===== src/common/tcm_pkg.sv =====
package tcm_pkg;
    // channels and widths
    localparam int TCM_NCH = 4;
    localparam int TCM_DW = 32;
    localparam int TCM_AW = 8;

    // register byte offsets
    localparam logic [7:0] TCM_OFS_CTRL = 8'h00;
    localparam logic [7:0] TCM_OFS_COUNT = 8'h04;
    localparam logic [7:0] TCM_OFS_PRLIM = 8'h08;
    localparam logic [7:0] TCM_OFS_PRCNT = 8'h0c;
    localparam logic [7:0] TCM_OFS_MCTRL = 8'h10;
    localparam logic [7:0] TCM_OFS_CCTRL = 8'h14;
    localparam logic [7:0] TCM_OFS_ECTRL = 8'h18;
    localparam logic [7:0] TCM_OFS_ESTATE = 8'h1c;
    localparam logic [7:0] TCM_OFS_MATCH = 8'h20;
    localparam logic [7:0] TCM_OFS_CAPT = 8'h30;
    localparam logic [7:0] TCM_OFS_STAT = 8'h40;
    localparam logic [7:0] TCM_OFS_MASK = 8'h44;

    // control register fields
    localparam int TCM_CTRL_EN = 0;
    localparam int TCM_CTRL_RST = 1;
    localparam int TCM_CTRL_MODE = 2;
    localparam int TCM_CTRL_ERISE = 3;
    localparam int TCM_CTRL_EFALL = 4;
    localparam int TCM_CTRL_W = 5;

    // per-channel field positions
    localparam int TCM_MC_RESET = 0;
    localparam int TCM_MC_STOP = 1;
    localparam int TCM_CC_RISE = 0;
    localparam int TCM_CC_FALL = 1;
    localparam int TCM_STAT_CAP = 4;

    // match output actions
    localparam logic [1:0] TCM_ACT_NONE = 2'h0;
    localparam logic [1:0] TCM_ACT_LOW = 2'h1;
    localparam logic [1:0] TCM_ACT_HIGH = 2'h2;
    localparam logic [1:0] TCM_ACT_TOGGLE = 2'h3;

    // reset values
    localparam logic [4:0] TCM_CTRL_RV = 5'h00;
    localparam logic [31:0] TCM_PRLIM_RV = 32'h0000_0000;
    localparam logic [31:0] TCM_MATCH_RV = 32'h0000_0000;
    localparam logic [7:0] TCM_MASK_RV = 8'h00;
endpackage


===== src/core/tcm_edge_det.sv =====
`timescale 1ns/1ps
module tcm_edge_det
    import tcm_pkg::*;
(
    input wire logic core_clk_in,
    input wire logic rst_in,
    input wire logic sig_in,
    output logic rise_out,
    output logic fall_out
);
    typedef struct packed {
        logic s1;
        logic s2;
        logic prev;
    } tcm_edge_s;

    tcm_edge_s r, n;

    always_comb begin
        n = r;
        n.s1 = sig_in;
        n.s2 = r.s1;
        n.prev = r.s2;
    end

    always_ff @(posedge core_clk_in or posedge rst_in) begin
        if (rst_in) begin
            r <= '0;
        end else begin
            r <= n;
        end
    end

    // edges seen only after two flops
    assign rise_out = r.s2 & ~r.prev;
    assign fall_out = ~r.s2 & r.prev;
endmodule // tcm_edge_det


===== src/core/tcm_timer.sv =====
// The implementer's own choices: register access over APB and the address map.
`timescale 1ns/1ps
// Overview of operation
// - 32-bit counter advanced by a 32-bit programmable prescaler
// - timer mode counts clock cycles, counter mode counts external clock edges
// - four capture channels copy the counter on selected input transitions
// - capture sets a flag; interrupt only when its mask bit is set
// - four match registers flag equality, counter may keep running
// - a match may halt counter and prescaler
// - a match may reset counter to zero, giving a period
// - each match drives an output: low, high, toggle or unchanged
module tcm_timer
    import tcm_pkg::*;
(
    input wire logic core_clk_in,
    input wire logic rst_in,
    input wire logic psel_in,
    input wire logic penable_in,
    input wire logic pwrite_in,
    input wire logic [TCM_AW-1:0] paddr_in,
    input wire logic [TCM_DW-1:0] pwdata_in,
    output logic [TCM_DW-1:0] prdata_out,
    output logic pready_out,
    output logic pslverr_out,
    input wire logic count_clk_in,
    input wire logic [TCM_NCH-1:0] capture_in,
    output logic [TCM_NCH-1:0] match_out,
    output logic irq_out
);
    typedef struct packed {
        logic [TCM_CTRL_W-1:0] ctrl;
        logic [31:0] tc;
        logic [31:0] pc;
        logic [31:0] pr;
        logic [2*TCM_NCH-1:0] mctrl;
        logic [2*TCM_NCH-1:0] cctrl;
        logic [2*TCM_NCH-1:0] ectrl;
        logic [TCM_NCH-1:0] ext;
        logic [TCM_NCH-1:0][31:0] match;
        logic [TCM_NCH-1:0][31:0] capt;
        logic [2*TCM_NCH-1:0] stat;
        logic [2*TCM_NCH-1:0] mask;
        logic [31:0] prdata;
        logic pready;
        logic pslverr;
        logic irq;
    } tcm_state_s;

    tcm_state_s r, n;

    logic [TCM_NCH:0] rise_w;
    logic [TCM_NCH:0] fall_w;
    logic [TCM_NCH:0] pins_w;
    logic cnt_ev;
    logic tick;
    logic run;
    logic roll;
    logic [TCM_NCH-1:0] hit;
    logic [TCM_NCH-1:0] hit_rst;
    logic [TCM_NCH-1:0] hit_stop;
    logic [TCM_NCH-1:0] cap_ev;
    logic wr;
    logic rd_setup;
    logic [1:0] idx;
    logic is_match;
    logic is_capt;

    // synchronisers: count input on slot TCM_NCH, captures below
    assign pins_w = {count_clk_in, capture_in};

    genvar g;
    generate
        for (g = 0; g <= TCM_NCH; g++) begin : g_sync
            tcm_edge_det u_edge (
                .core_clk_in(core_clk_in),
                .rst_in(rst_in),
                .sig_in(pins_w[g]),
                .rise_out(rise_w[g]),
                .fall_out(fall_w[g])
            );
        end
        for (g = 0; g < TCM_NCH; g++) begin : g_chan
            // match compare at prescaler rollover
            assign hit[g] = roll & (r.tc == r.match[g]);
            assign hit_rst[g] = hit[g] & r.mctrl[2*g+TCM_MC_RESET];
            assign hit_stop[g] = hit[g] & r.mctrl[2*g+TCM_MC_STOP];
            assign cap_ev[g] = (r.cctrl[2*g+TCM_CC_RISE] & rise_w[g]) |
                               (r.cctrl[2*g+TCM_CC_FALL] & fall_w[g]);
        end
    endgenerate

    // count event source
    assign cnt_ev = (r.ctrl[TCM_CTRL_ERISE] & rise_w[TCM_NCH]) |
                    (r.ctrl[TCM_CTRL_EFALL] & fall_w[TCM_NCH]);
    assign tick = r.ctrl[TCM_CTRL_MODE] ? cnt_ev : 1'b1;
    assign run = r.ctrl[TCM_CTRL_EN] & ~r.ctrl[TCM_CTRL_RST];
    assign roll = run & tick & (r.pc == r.pr);

    // apb decode
    assign wr = psel_in & penable_in & pwrite_in & r.pready;
    assign rd_setup = psel_in & penable_in & ~r.pready;
    assign idx = paddr_in[3:2];
    assign is_match = (paddr_in[7:4] == TCM_OFS_MATCH[7:4]) && (paddr_in[1:0] == 2'h0);
    assign is_capt = (paddr_in[7:4] == TCM_OFS_CAPT[7:4]) && (paddr_in[1:0] == 2'h0);

    always_comb begin
        n = r;

        // prescaler and counter
        if (r.ctrl[TCM_CTRL_RST]) begin
            n.tc = 32'h0000_0000;
            n.pc = 32'h0000_0000;
        end else if (run && tick) begin
            if (roll) begin
                n.pc = 32'h0000_0000;
                if (|hit_rst) begin
                    n.tc = 32'h0000_0000;
                end else if (|hit_stop) begin
                    n.tc = r.tc;
                end else begin
                    n.tc = r.tc + 32'h0000_0001;
                end
            end else begin
                n.pc = r.pc + 32'h0000_0001;
            end
        end

        // halt on match
        if (|hit_stop) begin
            n.ctrl[TCM_CTRL_EN] = 1'b0;
        end

        // match outputs and captures
        for (int i = 0; i < TCM_NCH; i++) begin
            if (hit[i]) begin
                case (r.ectrl[2*i +: 2])
                    TCM_ACT_LOW: n.ext[i] = 1'b0;
                    TCM_ACT_HIGH: n.ext[i] = 1'b1;
                    TCM_ACT_TOGGLE: n.ext[i] = ~r.ext[i];
                    default: n.ext[i] = r.ext[i];
                endcase
            end
            if (cap_ev[i]) begin
                n.capt[i] = r.tc;
            end
        end

        // apb read, one wait state
        n.pready = rd_setup;
        if (rd_setup) begin
            n.pslverr = 1'b0;
            n.prdata = 32'h0000_0000;
            if (is_match) begin
                n.prdata = r.match[idx];
            end else if (is_capt) begin
                n.prdata = r.capt[idx];
            end else begin
                case (paddr_in)
                    TCM_OFS_CTRL: n.prdata[TCM_CTRL_W-1:0] = r.ctrl;
                    TCM_OFS_COUNT: n.prdata = r.tc;
                    TCM_OFS_PRLIM: n.prdata = r.pr;
                    TCM_OFS_PRCNT: n.prdata = r.pc;
                    TCM_OFS_MCTRL: n.prdata[2*TCM_NCH-1:0] = r.mctrl;
                    TCM_OFS_CCTRL: n.prdata[2*TCM_NCH-1:0] = r.cctrl;
                    TCM_OFS_ECTRL: n.prdata[2*TCM_NCH-1:0] = r.ectrl;
                    TCM_OFS_ESTATE: n.prdata[TCM_NCH-1:0] = r.ext;
                    TCM_OFS_STAT: n.prdata[2*TCM_NCH-1:0] = r.stat;
                    TCM_OFS_MASK: n.prdata[2*TCM_NCH-1:0] = r.mask;
                    default: n.pslverr = 1'b1;
                endcase
            end
        end else if (!psel_in) begin
            n.pslverr = 1'b0;
        end

        // apb write at the pready edge, software wins over counting
        if (wr && !r.pslverr) begin
            if (is_match) begin
                n.match[idx] = pwdata_in;
            end else begin
                case (paddr_in)
                    TCM_OFS_CTRL: n.ctrl = pwdata_in[TCM_CTRL_W-1:0];
                    TCM_OFS_COUNT: n.tc = pwdata_in;
                    TCM_OFS_PRLIM: n.pr = pwdata_in;
                    TCM_OFS_PRCNT: n.pc = pwdata_in;
                    TCM_OFS_MCTRL: n.mctrl = pwdata_in[2*TCM_NCH-1:0];
                    TCM_OFS_CCTRL: n.cctrl = pwdata_in[2*TCM_NCH-1:0];
                    TCM_OFS_ECTRL: n.ectrl = pwdata_in[2*TCM_NCH-1:0];
                    TCM_OFS_ESTATE: n.ext = pwdata_in[TCM_NCH-1:0];
                    TCM_OFS_MASK: n.mask = pwdata_in[2*TCM_NCH-1:0];
                    default: n.ctrl = n.ctrl;
                endcase
            end
        end

        // sticky flags: write one clears, new event wins
        n.stat = r.stat;
        if (wr && !r.pslverr && paddr_in == TCM_OFS_STAT) begin
            n.stat = r.stat & ~pwdata_in[2*TCM_NCH-1:0];
        end
        n.stat = n.stat | {cap_ev, hit};
        n.irq = |(n.stat & n.mask);
    end

    always_ff @(posedge core_clk_in or posedge rst_in) begin
        if (rst_in) begin
            r <= '0;
            r.ctrl <= TCM_CTRL_RV;
            r.pr <= TCM_PRLIM_RV;
            r.mask <= TCM_MASK_RV;
            r.match <= {TCM_NCH{TCM_MATCH_RV}};
        end else begin
            r <= n;
        end
    end

    assign prdata_out = r.prdata;
    assign pready_out = r.pready;
    assign pslverr_out = r.pslverr;
    assign match_out = r.ext;
    assign irq_out = r.irq;
endmodule // tcm_timer


===== config.mk =====
export PLATFORM = sky130hd
export DESIGN_NAME = tcm_timer
export DESIGN_NICKNAME = d
export VERILOG_FILES = /design/src/common/tcm_pkg.sv /design/src/core/tcm_edge_det.sv /design/src/core/tcm_timer.sv
export SDC_FILE = /design/constraint.sdc
export NUM_CORES = 1
export LEC_CHECK = 0
export BUFFER_PORTS_ARGS = -buffer_cell sky130_fd_sc_hd__buf_2
export CAP_MARGIN = 20
export CORE_MARGIN = 2
export CORE_UTILIZATION = 50
export DETAILED_ROUTE_END_ITERATION = 8
export PLACE_DENSITY = 0.7
export SYNTH_ARGS = -nofsm -noshare
export SYNTH_HDL_FRONTEND = slang
export SYNTH_SLANG_ARGS = --single-unit
export TNS_END_PERCENT = 100

===== constraint.sdc =====
create_clock -name core_clk_in -period 16 [get_ports core_clk_in]
set_input_delay 0.8 -clock core_clk_in [delete_from_list [all_inputs] [get_ports core_clk_in]]
set_output_delay 0.8 -clock core_clk_in [all_outputs]
set_load 0.005 [all_outputs]

==> impl_metrics.yaml, run 1 <==
sta:
  worst_slew_pin_slew_ns: 1.06
  fin_crit_sh: 0.230
  slew_headroom: 0.288
  rsz0062_at_grt: "false"
  finalMaxSlewViolations: 0
  worst_slack_ns: 12.33
  finalCriticalPeriod_ns: 3.67
  max_freq_mhz: 272
  hold_viol_final: 0
  finalSetupTns_ns: 0
  skew_ns: 0.0201
  setup_violations: 0
detailed_routing:
  viasPerCell: 6.43
  wl_per_cell_um: 27.4
  drt-initial-drc-count: 2270
  ant_nets: 0
  vias: 16612
  drt-total-wl_mm: 70.9
  drtPass1Iterations: 8
  drc: 0
placement:
  place_congestion: 0.991
  dp_slack_ns: 11.69
  portBuffers: 88
  hpwlAfterDp_mm: 47.4
clock_network:
  cts_setup_buffers: 0
  ctsResizeCount: 0
  ctsHoldBuffers: 0
  cts.sink_count: 451
  clkSlewWorstSetupHoldPaths_ns: 0.06
  htreeDepth: 2
  cts_tree: "yes"
  cts_inserted_buffers: 48
  cts_root_buf: "clkbuf_16"
  cts_max_path_buffers: 3
  insertion_delay_ns: 0.60
logic_synthesis:
  ys.flop_type: "dfrtp_1"
  syn_area_um2: 23200
  async_flop_share: 1.00
  ys_seq_area_frac: 0.486
  synth_cell_types: 55
  synth-edff-count: 0
  synth_cells: 1960
  synth_nets: 2012
  yosys_warnings: 0
  synth_seq_cells: 451
  synth_area_per_cell_um2: 11.9
worst_setup_path:
  r2r_end: "r[381]"
  r2r_slack_ns: 12.33
  cp-end-kind: "flop"
  required_ns: 16.42
  cp.arrival_ns: 4.09
  start_kind: "flop"
  worstReg2RegStart: "r[386]"
  crit_type: "reg2reg"
  cp_max_fo: 31
  ff2ff_path_depth: 6
floorplanning:
  dieWidth_um: 220
  pin_count: 89
  row_count: 78
  dieArea_um2: 48200
  fp.coreArea_um2: 45600
  start_util: 0.510
  die_h_um: 220
flow_run:
  cap_violations: 0
cells_and_area:
  synthToLayoutAreaGrowth_pct: 9.50
  drive_gt1_frac: 0.316
  nets: 2000
  fillers: 3781
power_and_ir_drop:
  power_density_nw_per_um2: 92.1
  ir_drop_mv: 0.0873
  power_leakage_nw: 12.2
global_routing:
  grt_antenna_before_repair: 4
  grt_max_degree: 99
  overflow: 0
  grt_pass1_vias: 16534
  grt_pass1_wl_mm: 106
  grt_usage: 0.298
hold_path:
  holdPathEnd: "g_sync[3].u_edge.n[1]"
  worst_hold_path_type: "in2reg"
  hp-start: "capture_in[3]"
  hold_path_depth: 1
run_status:
  status: "complete, no violations"
-- critical path, stage by stage (launching register included) --
cell and delay, ns:
dfrtp_1 0.46, xnor2_1 0.38, nand4_1 0.14, or4_4 0.57
or4_1 0.77, nand2_1 0.92, o21ai_0 0.24
-- power breakdown --
part	switching, mW	total, mW	leakage [nW]	internal (mW)
clock	0.466	1.09	0.754	0.623
sequential	0.00648	1.15	6.21	1.15
combinational	0.0749	0.101	5.22	0.0256
-- worst max path at each step --
stage,from,end,slack (ns),depth (start not counted)
5_1_grt,g_sync[4].u_edge.n[0],r[384],12.09,6
3_5_place_dp,rst_in,r[407],11.69,5
3_3_place_gp,rst_in,async pin,11.77,5
6_report,r[386],r[381],12.33,6
4_1_cts,rst_in,r[333],12.31,5
2_1_floorplan,rst_in,async pin,2.63,1
-- area by class of cell --
| cell class | count | area (µm²) | area share |
|---|---|---|---|
| flip-flops and latches | 451 | 11300 | 0.444 |
| clock buffers | 70 | 1410 | 0.0552 |
| repair buffers | 117 | 714 | 0.0281 |
| well taps | 600 | 751 | 0.0295 |
| inverters | 25 | 101 | 0.00398 |
| clock inverters | 16 | 114 | 0.00448 |
| diodes | 1 | 2.50 | 0.0000984 |
| multi-input cells | 1305 | 11100 | 0.435 |
-- cells in the mapped netlist (3+ instances only) --
cell      count  share of area
buf_2        43         0.0093
nand2_1     153          0.025
a311oi_1      3         0.0011
mux2_2      342           0.17
nor3_1       28         0.0060
a22o_1        5         0.0019
a21oi_1      57          0.012
buf_4        36          0.012
o22ai_1       3        0.00081
xnor2_1      94          0.035
nor2b_1       4         0.0011
inv_1        25         0.0040
dfrtp_1     451           0.49
a222oi_1      8         0.0034
mux2_1        7         0.0034
nand3_1      36         0.0078
o21ai_1      37         0.0080
mux4_2       64          0.062
and3_1       15         0.0040
a22oi_1      33          0.011
nand4b_1      3         0.0011
a21o_1       11         0.0036
nor4_1       42          0.011
nand4_1      35         0.0094
buf_1        17         0.0027
nor4_2        5         0.0027
and4_1        7         0.0026
nor2_1       59         0.0095
o21ai_0      76          0.016
a221oi_1     11         0.0041
xor2_1      127          0.048
nand3b_1      9         0.0029
and2_1        4         0.0011
clkbuf_1     81          0.013
-- kinds of logic after synthesis --
group | Yosys count | synth area share
multiplexers | 415 | 0.232
flip-flops | 451 | 0.486
XOR/XNOR | 221 | 0.0833
AND/OR/NAND/NOR | 416 | 0.0904
adder cells (fa/ha/maj) | 2 | 0.00108
AO/OA/AOI/OAI | 251 | 0.0657
buffers and inverters | 204 | 0.0417
-- cells in the final DEF (no fill, tap or decap), types with 10 or more instances in the layout --
cell / n
dfrtp_1: 451
mux2_2: 342
nand2_1: 153
xor2_1: 127
xnor2_1: 94
buf_2: 88
o21ai_0: 76
mux4_2: 64
a21oi_1: 57
nor2_1: 56
clkbuf_16: 49
nor4_1: 40
nand4_1: 35
nand3_1: 33
a22oi_1: 33
o21ai_1: 33
nor3_1: 27
buf_4: 25
inv_1: 24
and3_1: 15
clkinv_2: 12
a21o_1: 11
a221oi_1: 11
clkbuf_1: 11
clkbuf_8: 10
-- per-layer routing --
metal  vias to the layer above  track usage  share of wire
li1                       6988            -              -
met1                      8594        0.423           0.41
met2                       872        0.452           0.45
met3                       156       0.0553          0.095
met4                         2        0.124          0.038
met5                         -            0        0.00018
-- through the flow --
step	std cells	hold slack (ns)	util	instance area (µm²)	power, mW
5_1_grt	2585	0.299	0.558	25400	2.41
6_report	2585	0.312	0.558	25400	2.34
3_5_place_dp	2493	0.337	0.523	23800	1.27
4_1_cts	2579	0.284	0.556	25400	2.36
3_3_place_gp	2493	0.336	0.523	23800	1.27
2_1_floorplan	1960	0.331	-	23200	1.23
No activity file was read; power rests on OpenSTA's default activity.
==> inputs of run 2 (changes only) <==
==> constraint.sdc (replaced) <==
create_clock -name core_clk_in -period 3.6 [get_ports core_clk_in]
set_input_delay 0.18 -clock core_clk_in [delete_from_list [all_inputs] [get_ports core_clk_in]]
set_output_delay 0.18 -clock core_clk_in [all_outputs]
set_load 0.005 [all_outputs]
==> impl_metrics.yaml, run 2 (synthesis results as in run 1) <==
worst_setup_path:
  ff2ff_path_depth: 9
  start_kind: "flop"
  crit_slowest_cell: "dfrtp_1"
  worstReg2RegStart: "r[429]"
  crit_type: "reg2reg"
  cp.arrival_ns: 3.65
  cp_max_fo: 32
  critPathTopFamily: "simple AND/OR/NAND/NOR gates"
  max_stage_delay_ns: 0.62
  required_ns: 4.07
  r2r_end: "r[420]"
  r2r_slack_ns: 0.43
  cp-end-kind: "flop"
  critPathBufInv: 1
  cp_common_cell: "nor4_1"
  crit_chain: "xor2_1, nor4_1, nand4_1, nor2_1, a2111o_1, buf_12, nor4_1, xnor2_1, o21ai_1"
placement:
  place_congestion: 0.977
  placed_area_um2: 24200
  hpwlAfterDp_mm: 50.8
  dp_slack_ns: 0.472
  portBuffers: 88
  placed_cells: 2532
clock_network:
  cts_setup_buffers: 0
  cts_inserted_buffers: 49
  cts.sink_count: 451
  cts_tree: "yes"
  htreeDepth: 2
  ctsResizeCount: 0
  cts_max_path_buffers: 3
  cts_root_buf: "clkbuf_16"
  clkSlewWorstSetupHoldPaths_ns: 0.06
  insertion_delay_ns: 0.59
sta:
  setup_violations: 0
  worst_slack_ns: 0.427
  finalMaxSlewViolations: 0
  finalSetupTns_ns: 0
  skew_ns: 0.0153
  rsz0062_at_grt: "false"
  hold_viol_final: 0
  fin_crit_sh: 0.881
  slew_headroom: 0.262
  finalCriticalPeriod_ns: 3.17
  max_freq_mhz: 315
  worst_slew_pin_slew_ns: 1.10
global_routing:
  grt_busiest_layer: "met2"
  grt_usage: 0.310
  grt_pass1_vias: 16849
  grt_max_degree: 129
  grt_use_met3: 0.0537
  overflow: 0
  grt_antenna_before_repair: 1
  grtUsageMet1: 0.435
  use_met2: 0.487
  grt_pass1_wl_mm: 111
power_and_ir_drop:
  power_leakage_nw: 12.5
  ir_drop_mv: 0.455
  power_density_nw_per_um2: 404
detailed_routing:
  vias: 16842
  ant_nets: 0
  drc: 0
  drt-total-wl_mm: 73.3
  drtPass1Iterations: 8
  drt-initial-drc-count: 1825
  wl_per_cell_um: 27.6
  viasPerCell: 6.34
cells_and_area:
  layout.cells.non_filler: 2655
  fin_util: 0.574
  finalInstanceArea_um2: 26200
  final_cell_mix: "dfrtp_1, mux2_2, nand2_1"
  synthToLayoutAreaGrowth_pct: 12.6
  nets: 2071
  drive_gt1_frac: 0.321
  layout.cells.most_common: "dfrtp_1"
  fillers: 3681
hold_path:
  holdPathEnd: "r[403]"
  worst_hold_path_type: "in2reg"
  hp-start: "pwdata_in[4]"
  hold_path_depth: 3
floorplanning:
  dieArea_um2: 48200
  fp.coreArea_um2: 45600
  die_h_um: 220
  pin_count: 89
  row_count: 78
  dieWidth_um: 220
  start_util: 0.510
run_status:
  status: "complete, no violations"
flow_run:
  cap_violations: 0
-- run 2: changes by cell type in the layout (fill, tap and decap cells not counted), sizes merged --
| cell | before | now |
|---|---|---|
| dlygate4sd3 | 0 | 36 |
| inv | 25 | 24 |
| clkinv | 13 | 9 |
| buf | 117 | 151 |
| clkbuf | 70 | 75 |
-- run 2: timing repair --
item                                   CTS  global route
hold buffers                            36             0
endpoints found under the hold margin  156             0
setup endpoints to repair                0             0
-- run 2: worst max path at each step --
stage	to	start	slack [ns]	depth (start not counted)
after floorplan	async pin	rst_in	-2.68	1
after detailed placement	match_out[1]	r[371]	0.47	8
after global placement	match_out[1]	r[371]	0.56	8
final	r[420]	r[429]	0.43	9
after global routing	match_out[2]	r[371]	0.37	8
after CTS	match_out[1]	r[371]	0.45	8
-- run 2: worst register-to-register path: cells and delay by family (launching register included) --
kind	cells	cell delay, ns
AO/OA/AOI/OAI	2	0.54
XOR/XNOR	2	0.71
buffers and inverters	1	0.19
flip-flops	1	0.62
AND/OR/NAND/NOR	4	1.00
-- run 2: power breakdown --
part	switching [mW]	internal [mW]
Clock	2.07	2.87
Combinational	0.344	0.149
Sequential	0.0267	5.10
-- run 2: area by class of cell --
class / count / area [µm²] / share of cell area
tap: 600 / 751 / 0.0287
clock buffer: 75 / 1470 / 0.0564
clock inverter: 11 / 82.6 / 0.00316
multi-input combinational: 1305 / 11100 / 0.423
sequential: 451 / 11300 / 0.432
timing repair buffer: 187 / 1400 / 0.0533
inverter: 25 / 97.6 / 0.00373
antenna: 1 / 2.50 / 0.0000957
-- run 2: layer usage --
layer  vias to the layer above  wire length (µm)
li1                       7110                 -
met1                      8826             31300
met2                       749             34000
met3                       157              5510
met4                         0              2530
met5                         -                 0
-- run 2: per-stage QoR --
step	hold slack [ns]	total power, mW
2_1_floorplan	0.211	5.47
3_3_place_gp	0.179	5.67
3_5_place_dp	0.184	5.68
4_1_cts	0.00104	10.6
5_1_grt	0.0207	10.8
6_report	0.0317	10.6
==> inputs of run 3 (changes only) <==
--- a/config.mk
+++ b/config.mk
@@ -7,7 +7,6 @@
 export LEC_CHECK = 0
 export BUFFER_PORTS_ARGS = -buffer_cell sky130_fd_sc_hd__buf_2
 export CAP_MARGIN = 20
-export CORE_MARGIN = 2
 export CORE_UTILIZATION = 50
 export DETAILED_ROUTE_END_ITERATION = 8
 export PLACE_DENSITY = 0.7
==> constraint.sdc (replaced) <==
create_clock -name core_clk_in -period 3.59 [get_ports core_clk_in]
set_input_delay 0.1795 -clock core_clk_in [delete_from_list [all_inputs] [get_ports core_clk_in]]
set_output_delay 0.1795 -clock core_clk_in [all_outputs]
set_load 0.005 [all_outputs]
==> impl_metrics.yaml, run 3 (synthesis results as in run 1) <==
worst_setup_path:
  r2r_end: "r[423]"
  crit_type: "reg2reg"
  critPathBufInv: 2
  crit_slowest_cell: "dfrtp_1"
  start_kind: "flop"
  critPathTopFamily: "simple AND/OR/NAND/NOR gates"
  crit_chain: "xor2_1, nor4_1, buf_4, nand4_1, nor3_1, a2111o_1, buf_12, nor3_1, xnor2_1, o21ai_1"
  cp-end-kind: "flop"
  ff2ff_path_depth: 10
  r2r_slack_ns: 0.41
  required_ns: 4.05
  cp_common_cell: "nor3_1"
  cp_max_fo: 31
  cp.arrival_ns: 3.64
  worstReg2RegStart: "r[413]"
  max_stage_delay_ns: 0.74
global_routing:
  grt_pass1_vias: 16927
  overflow: 0
  grt_pass1_wl_mm: 110
  grt_usage: 0.314
  grt_antenna_before_repair: 1
  grt_max_degree: 105
power_and_ir_drop:
  p_sw_mw: 2.46
  clkPwrFrac: 0.477
  finalPower_mw: 10.8
  combPwrFrac: 0.046
  power_density_nw_per_um2: 411
  switching_share: 0.229
  p_int_mw: 8.31
  ir_drop_mv: 0.383
  power_leakage_nw: 12.6
  pwr-share-seq: 0.477
clock_network:
  cts_inserted_buffers: 49
  htreeDepth: 2
  cts_tree: "yes"
  ctsResizeCount: 0
  cts_max_path_buffers: 3
  cts_root_buf: "clkbuf_16"
  cts.sink_count: 451
  insertion_delay_ns: 0.60
  clkSlewWorstSetupHoldPaths_ns: 0.06
sta:
  worst_slew_pin_slew_ns: 0.901
  finalMaxSlewViolations: 0
  max_freq_mhz: 315
  slew_headroom: 0.398
  setup_violations: 0
  finalCriticalPeriod_ns: 3.18
  hold_viol_final: 0
  skew_ns: 0.0237
  fin_crit_sh: 0.885
  rsz0062_at_grt: "false"
  worst_slack_ns: 0.412
cells_and_area:
  synthToLayoutAreaGrowth_pct: 12.8
  layout.cells.most_common: "dfrtp_1"
  drive_gt1_frac: 0.322
  final_cell_mix: "dfrtp_1, mux2_2, nand2_1"
  fin_util: 0.575
  nets: 2075
  diodes: 0
floorplanning:
  pin_count: 89
  start_util: 0.510
  fp.coreArea_um2: 45600
  dieWidth_um: 218
  die_h_um: 218
  dieArea_um2: 47300
  row_count: 78
detailed_routing:
  drc: 0
  drtPass1Iterations: 8
  viasPerCell: 6.31
  met2_length_mm: 33.7
  wl_met3_mm: 5.99
  ant_nets: 0
  vias: 16774
  dr.max_layer_used: "met5"
  drt-initial-drc-count: 1929
  drt-total-wl_mm: 72.6
  wl_met1_mm: 30.5
  wl_per_cell_um: 27.3
placement:
  dp_slack_ns: 0.519
  portBuffers: 88
  hpwlAfterDp_mm: 50.3
  place_congestion: 0.984
hold_path:
  worst_hold_path_type: "in2reg"
  hold_path_depth: 3
  hp-start: "pwdata_in[4]"
  holdPathEnd: "r[403]"
flow_run:
  cap_violations: 0
run_status:
  status: "complete, no violations"
[run 3: cell count changes in the layout (fill, tap and decap cells not counted)]
cell and delta:
diode_2 -1, buf_12 -2, clkinv_2 -2, bufinv_16 +3, clkinvlp_4 +2, dlygate4sd3_1 +1
clkbuf_1 +1, buf_4 +5, clkbuf_8 -3
[run 3: through the flow]
stage                     hold WS, ns  TNS (ns)  instance area [µm²]  instances
after floorplan                 0.211  -1212.56                23200       1960
after global placement          0.288         0                24200       2535
after detailed placement        0.289         0                24200       2535
after CTS                    0.000155         0                26200       2659
after global routing           0.0452         0                26200       2659
final                          0.0355         0                26200       2659
[run 3: layout make-up]
class / instances / area (µm²)
Inverter: 25 / 97.6
Clock inverter: 14 / 178
Tap cell: 600 / 751
Timing Repair Buffer: 191 / 1400
Clock buffer: 73 / 1440
Multi-Input combinational cell: 1305 / 11100
Sequential cell: 451 / 11300
Fill cell: 3674 / 19400
[run 3: worst max-delay path by stage]
stage,start,to,depth (start not counted)
global placement,r[387],r[399],8
global route,r[413],r[430],10
floorplan,rst_in,async pin,1
finish,r[413],r[423],10
detailed placement,r[386],r[400],8
CTS,r[387],match_out[1],8
[run 3: power by group through the flow]
stage                     clock, mW  sequential, mW  combinational [mW]
after floorplan                   0            5.22               0.262
after global placement            0            5.23               0.461
after detailed placement          0            5.23               0.465
after CTS                      5.18            5.14               0.499
after global routing           5.40            5.14               0.542
final                          5.13            5.14               0.500
[run 3: repair_timing]
item	CTS	global route
endpoints found under the hold margin	160	0
buffers inserted	0	0
hold buffers	37	0
endpoints found under the setup margin	0	0
[run 3: per-layer routing]
metal | global-route usage | vias to the layer above
li1 | - | 7125
met1 | 0.444 | 8723
met2 | 0.486 | 769
met3 | 0.0570 | 155
met4 | 0.109 | 2
met5 | 0 | -
[run 3: worst min-delay path, delay by kind of cell]
family,cells,cell delay (ns)
compound gates,1,0.06
buf+inv,1,0.24
simple gates,1,0.10
